`src/clkctl_pkg.sv`:
```
package clkctl_pkg;
	localparam int CORE_CLOCK_MHZ = 200;
	localparam int RATIO_W = 2;
	localparam int IRQ_W = 4;
	localparam int CLK_PERIOD_NS = 10;
	localparam int CORE_PERIOD_PS = 1000000 / CORE_CLOCK_MHZ;
	localparam int SYNC_STAGES = 2;
	localparam logic [1:0] RATIO_1_4 = 2'h0;
	localparam logic [1:0] RATIO_1_2P5 = 2'h1;
	localparam logic [1:0] RATIO_1_2 = 2'h2;
	localparam logic [1:0] RATIO_1_3 = 2'h3;
	// Interface-clock divider in half-core-cycles (ratio times two)
	localparam logic [3:0] HALF_DIV_1_4 = 4'h8;
	localparam logic [3:0] HALF_DIV_1_2P5 = 4'h5;
	localparam logic [3:0] HALF_DIV_1_2 = 4'h4;
	localparam logic [3:0] HALF_DIV_1_3 = 4'h6;
	localparam logic ENDIAN_LITTLE = 1'h0;
	localparam logic ENDIAN_BIG = 1'h1;
	localparam logic [1:0] RATIO_RST = 2'h2;
	localparam logic ENDIAN_RST = 1'h0;
	localparam logic [IRQ_W-1:0] IRQ_N_RST = 4'hf;
	typedef enum logic [1:0] {PM_RUN, PM_HALT, PM_DOZE} power_mode_t;
endpackage

```
`src/input_sampler.sv`:
```
`timescale 1ns/100ps
module input_sampler #(
	parameter int W = 4
) (
	input wire logic mclk, // Reference clock
	input wire logic rst_n, // Async reset, active low
	input wire logic [W-1:0] pin_n, // Active-low pins
	output logic [W-1:0] req_q // Sampled request, active high
);
	typedef struct packed {
		logic [W-1:0] req;
	} smp_t;
	smp_t s_q, s_d;

	always_comb begin
		s_d = s_q;
		s_d.req = ~pin_n;
	end

	always_ff @(posedge mclk or negedge rst_n) begin
		if (!rst_n) begin
			s_q <= '0;
		end else begin
			s_q <= s_d;
		end
	end

	assign req_q = s_q.req;
endmodule

```
`src/clock_strap_and_interrupt_inputs.sv`:
```
// Functional notes
// - Core clock is 200 MHz at every ratio.
// - Ratio strap picks 1:4, 1:2.5, 1:2, 1:3.
// - Low-power status high in halt or doze.
// - Endian strap taken on first edge after reset release: 0 little, 1 big.
// - General interrupts sampled each reference edge.
// - Non-maskable interrupt sampled each reference edge.
`timescale 1ns/100ps
module clock_strap_and_interrupt_inputs
	import clkctl_pkg::*;
#(
	parameter int NIRQ = clkctl_pkg::IRQ_W
) (
	input wire logic mclk, // Reference clock input
	input wire logic rst_n, // Async reset, active low
	input wire logic [clkctl_pkg::RATIO_W-1:0] clock_ratio_select, // Strap
	input wire logic endian_strap, // Byte-order strap
	input wire logic halt_req, // Core enters halt
	input wire logic doze_req, // Core enters doze
	input wire logic wake, // Core leaves halt or doze
	input wire logic [NIRQ-1:0] irq_n, // General interrupts, active low
	input wire logic nmi_n, // Non-maskable interrupt, active low
	output logic [clkctl_pkg::RATIO_W-1:0] ratio_q, // Held ratio
	output logic [3:0] half_div_q, // Interface divider, half core cycles
	output logic [7:0] core_mhz_q, // Core clock frequency
	output logic big_endian_q, // Held byte order
	output logic low_power_status, // High in halt or doze
	output logic [NIRQ-1:0] irq_q, // Sampled interrupts, active high
	output logic nmi_q // Sampled NMI, active high
);
	import clkctl_pkg::*;

	typedef struct packed {
		logic armed;
		logic [RATIO_W-1:0] ratio;
		logic [3:0] half_div;
		logic endian;
		power_mode_t mode;
		logic lp;
		logic [7:0] mhz;
	} st_t;
	st_t s_q, s_d;

	function automatic logic [3:0] half_div_of(input logic [1:0] r);
		unique case (r)
			RATIO_1_4: half_div_of = HALF_DIV_1_4;
			RATIO_1_2P5: half_div_of = HALF_DIV_1_2P5;
			RATIO_1_2: half_div_of = HALF_DIV_1_2;
			RATIO_1_3: half_div_of = HALF_DIV_1_3;
		endcase
	endfunction

	always_comb begin
		s_d = s_q;
		s_d.mhz = 8'(CORE_CLOCK_MHZ);
		// Async reset can only load constants, so the straps are
		// caught on the first edge after release and then held
		if (!s_q.armed) begin
			s_d.armed = 1'h1;
			s_d.ratio = clock_ratio_select;
			s_d.half_div = half_div_of(clock_ratio_select);
			s_d.endian = endian_strap;
		end
		unique case (s_q.mode)
			PM_RUN: begin
				if (halt_req) begin
					s_d.mode = PM_HALT;
				end else if (doze_req) begin
					s_d.mode = PM_DOZE;
				end
			end
			PM_HALT, PM_DOZE: begin
				if (wake) begin
					s_d.mode = PM_RUN;
				end
			end
			default: s_d.mode = PM_RUN;
		endcase
		s_d.lp = (s_d.mode != PM_RUN);
	end

	always_ff @(posedge mclk or negedge rst_n) begin
		if (!rst_n) begin
			s_q <= '{armed: 1'h0, ratio: RATIO_RST,
				half_div: HALF_DIV_1_2, endian: ENDIAN_RST,
				mode: PM_RUN, lp: 1'h0, mhz: 8'(CORE_CLOCK_MHZ)};
		end else begin
			s_q <= s_d;
		end
	end

	input_sampler #(.W(NIRQ)) u_irq (
		.mclk(mclk),
		.rst_n(rst_n),
		.pin_n(irq_n),
		.req_q(irq_q)
	);

	input_sampler #(.W(1)) u_nmi (
		.mclk(mclk),
		.rst_n(rst_n),
		.pin_n(nmi_n),
		.req_q(nmi_q)
	);

	assign ratio_q = s_q.ratio;
	assign half_div_q = s_q.half_div;
	assign big_endian_q = s_q.endian;
	assign low_power_status = s_q.lp;
	assign core_mhz_q = s_q.mhz;
endmodule

```
`config.mk`:
```
export PLATFORM = sky130hd
export DESIGN_NAME = clock_strap_and_interrupt_inputs
export DESIGN_NICKNAME = d
export VERILOG_FILES = /design/src/clkctl_pkg.sv /design/src/input_sampler.sv /design/src/clock_strap_and_interrupt_inputs.sv
export SDC_FILE = /design/constraint.sdc
export NUM_CORES = 1
export LEC_CHECK = 0
export BUFFER_PORTS_ARGS = -buffer_cell sky130_fd_sc_hd__buf_2
export CORE_ASPECT_RATIO = 1.4
export CORE_MARGIN = 5
export CORE_UTILIZATION = 30
export DETAILED_ROUTE_END_ITERATION = 10
export GPL_TIMING_DRIVEN = 0
export HOLD_SLACK_MARGIN = 0.08
export PLACE_DENSITY = 0.64
export SLEW_MARGIN = 20
export SYNTH_ARGS = -nofsm -noshare
export SYNTH_HDL_FRONTEND = slang
export SYNTH_HIERARCHICAL = 1
export SYNTH_SLANG_ARGS = --single-unit
```
`constraint.sdc`:
```
create_clock -name mclk -period 2.8 [get_ports mclk]
set_input_delay 0.42 -clock mclk [delete_from_list [all_inputs] [get_ports mclk]]
set_output_delay 0.42 -clock mclk [all_outputs]
set_load 0.02 [all_outputs]
```
# Word-level counts from Yosys, hierarchy flattened
# Index checks and enable logic that the tools add are counted.
# classes
n_eq_ne,5
bitwise,2
n_reduce_logical,4
n_mux,5
# op_table
operator,n
4-bit case mux with 4 select lines,1
2-bit equality test (second input constant),3
2-bit 2-to-1 mux,3
2-bit by 1-bit equality test with 1-bit output (second input constant),2
2-bit logical NOT,2
4-bit inverter,1
2-bit case mux with 2 select lines,1
2-bit nonzero test,1
2-bit OR reduction,1
1-bit inverter,1
# totals
reg_bits,16
output_inout_bits,21
inputBits,13
wordCells,24

# Depth between registers and ports, before layout
# depth
ltp_word,4
mapped_depth,5
ltp_nobuf,5

# By module
# Netlist, hierarchy kept.
# by_module_without_submodules
mod,instances,seq_area_each_um2,cells_each,area_per_inst_um2
clock_strap_and_interrupt_inputs,1,277.8,56,578.1
input_sampler at u_irq,1,100.1,8,115.1
input_sampler at u_nmi,1,25.0,2,28.8

# Least setup slack after synthesis
# No wires, ideal clock.
# synth_timing
path_kind,register to register
from,register s_q[10] (netlist name)
to,"register s_q, in the netlist low_power_status"
slack_ns,1.637
setup_time_ns,0.087
stages_incl_launch_ff,6
period_less_slack_ns,1.163
arrival_ns,1.077
required_time_ns,2.713
n_path_buf,0
path_cell_list,dfrtp_1 > inv_1 > ha_1 > nand3b_1 > a211o_1 > o211ai_1
# synth_lines
item,line,text
"start, declared",clock_strap_and_interrupt_inputs.sv:42,"st_t s_q, s_d;"
"start signal, assigned",clock_strap_and_interrupt_inputs.sv:84,"s_q <= '{armed: 1'h0, ratio: RATIO_RST,"

# Worst setup path in the final report
# layout_timing
from,"register s_q, in the netlist ratio_q[1]"
to,output ratio_q[1] (netlist name)
# layout_lines
item,line,text
"end, declared",clock_strap_and_interrupt_inputs.sv:23,"output logic [clkctl_pkg::RATIO_W-1:0] ratio_q,"
# No word-level cell between the ends.

==> out/results.tsv <==
metric	value	unit
Critical path origin	ratio_q[1]	
clock latency on the worst-skew pair	0.27	ns
final wirelength	1182	um
Hold EP	u_irq/req_q[1]	
Post-Syn Area per Cell	10.94	um^2
status	complete, no violations	
initial antenna violation count	0	
Die W	51.46	um
gr usage total	0.07626	
antenna-violating nets left	0	
cts bufs inserted	3	
vias per cell	4.071	
die area	3502	um^2
Critical Path End Type	output pin	
Hold Crit Start	irq_n[1]	
Residual DRC	0	
clock buffer depth	2	
pre-CTS WS	1.516	ns
PnR worst setup slack	1.335	ns
Period minus WS final	1.465	ns
RR Endpoint	low_power_status	
CTS Sinks	16	
first-pass GRT wire length	1952	um
gp weighted congestion	0.6512	
Worst-path clk slew	0.08	ns
GRT overflow	0	
largest net degree at the start of global routing	17	
H-Tree Depth	1	
setup_tns	0	ns
# rows	21	
Mapped Area	721.9	um^2
Die Ht	68.05	um
share of cells above drive strength 1	0.4757	
Core Util, Final	0.4011	
Startpoint Class	flop	
FF-to-FF Start	s_q[10]	
worst-path fanout max	2	
Seq cells post-synth	16	
Ant. Diodes	0	
RSZ-0062 raised after global routing	no	
Hold Path Depth	2	
Worst Path Required	2.38	ns
r2r worst-path depth	5	
Hold Vio Cnt, Final	0	
Final setup viols	0	
P_leak	0.5383	nW
Fin Hold WS	0.2730	ns
R2R setup slack	1.52	ns
I/O pin cnt	34	
Mapped Cells	66	
worst hold path type	in2reg	
post-DP HPWL	1046	um
CTS root buffer	clkbuf_4	
Vias	513	
Initial DRC Count	0	
# port buffers	25	
WL/cell	9.381	um
first-pass iteration count of the detailed router	1	
Starting Density	0.3053	
Ys Warns	6	
sequential area share after synthesis	0.5581	
number of global-route vias before repair	476	
fin crit share	0.5231	
Max Slew Vio Count	0	
Syn-to-layout area delta	31.37	%
Post-CTS Setup Inserts	0	
Clock Skew	0.002957	ns
Setup CP Type	reg2out	
PwrDens	628.3	nW/um^2
final net count	119	
f_max	682.8	MHz
CTS tree	done	
crit path DAT	1.04	ns
floorplan core area	2365	um^2
Synth cell types	19	
post-CTS sizing	0	
VDD IR max	0.1896	mV
MaxCap Viol Count	0	
[through the flow]
step | area [um^2] | instances | total power, mW
CTS | 948.4 | 126 | 0.6075
global route | 948.4 | 126 | 0.6427
finish | 948.4 | 126 | 0.5959
floorplan | 748.2 | 73 | 0.4098
detailed placement | 902.1 | 121 | 0.4616
global placement | 902.1 | 121 | 0.4525
[kinds of logic after synthesis]
group,Yosys count,share of synthesized area
other cells,2,0.01040
simple gates,11,0.07797
compound gates,8,0.07279
buf+inv,24,0.1993
flops,16,0.5581
fa+ha+maj,2,0.03466
mux,3,0.04679
[timing repair]
action / CTS / global route
endpoints found under the setup margin: 0 / 0
hold endpoints to repair: 14 / 0
hold buffers: 1 / 0
[where the power goes]
group          internal [mW]  switching [mW]
clock network         0.0790          0.0632
logic                 0.0772          0.0963
registers              0.265          0.0153
total                  0.421           0.175
[critical path, stage by stage (launching register included)]
cell	delay [ns]
dfstp_2	0.54
buf_4	0.09
buf_2	0.14
[Yosys cell counts]
library cell | instances | area, um^2
nand2b_1 | 4 | 25.02
o21ai_1 | 1 | 5.000
o211ai_1 | 1 | 7.510
a21oi_1 | 1 | 5.000
o21ai_0 | 2 | 10.01
mux2_2 | 3 | 33.78
inv_1 | 9 | 33.78
a211o_1 | 2 | 17.52
nor2_1 | 1 | 3.750
buf_4 | 14 | 105.1
dfrtp_1 | 14 | 350.3
conb_1 | 2 | 7.510
ha_1 | 2 | 25.02
nand2_1 | 4 | 15.01
nor3_1 | 1 | 5.000
buf_2 | 1 | 5.000
dfstp_2 | 2 | 52.55
nand3b_1 | 1 | 7.510
a21o_1 | 1 | 7.510
[per-layer routing]
| layer | share of wire | track usage | routed length (um) |
|---|---|---|---|
| met5 | 0 | 0 | 0 |
| met3 | 0.069 | 0.01961 | 82 |
| met1 | 0.37 | 0.07453 | 435 |
| met2 | 0.55 | 0.1449 | 646 |
| met4 | 0.014 | 0.03934 | 17 |
[final cells by class]
type / count / area (um^2)
Fill cell: 251 / 1416
Sequential cell: 16 / 402.9
Multi-Input combinational cell: 33 / 201.4
Timing Repair Buffer: 26 / 135.1
Buffer: 15 / 110.1
Clock buffer: 4 / 36.28
Inverter: 9 / 33.78
Tap cell: 23 / 28.78
[placed cells by master, fill, tap and decap left out, drive strengths merged]
cell type,netlist,routed
ha,2,2
o211ai,1,1
a21oi,1,1
dlygate4sd3,0,1
dfrtp,14,14
nand3b,1,1
nor2,1,1
nor3,1,1
nand2b,4,4
inv,9,9
buf,15,40
clkbuf,0,4
conb,2,9
nand2,4,4
o21ai,3,3
a211o,2,2
mux2,3,3
dfstp,2,2
a21o,1,1
[worst max-delay path by stage]
stage                                  end  depth (start not counted)
final                           ratio_q[1]                          2
after CTS                       ratio_q[1]                          2
after detailed placement  low_power_status                          5
after floorplan           low_power_status                          5
after global placement    low_power_status                          5
after global routing            ratio_q[1]                          2
[registers in the layout, summed over array words and instances, names as in the netlist]
name and cells:
half_div_q 4, u_irq/req_q 4, s_q 3, ratio_q 2, big_endian_q 1, low_power_status 1, u_nmi/req_q 1
No activity file was read; power rests on OpenSTA's default activity.
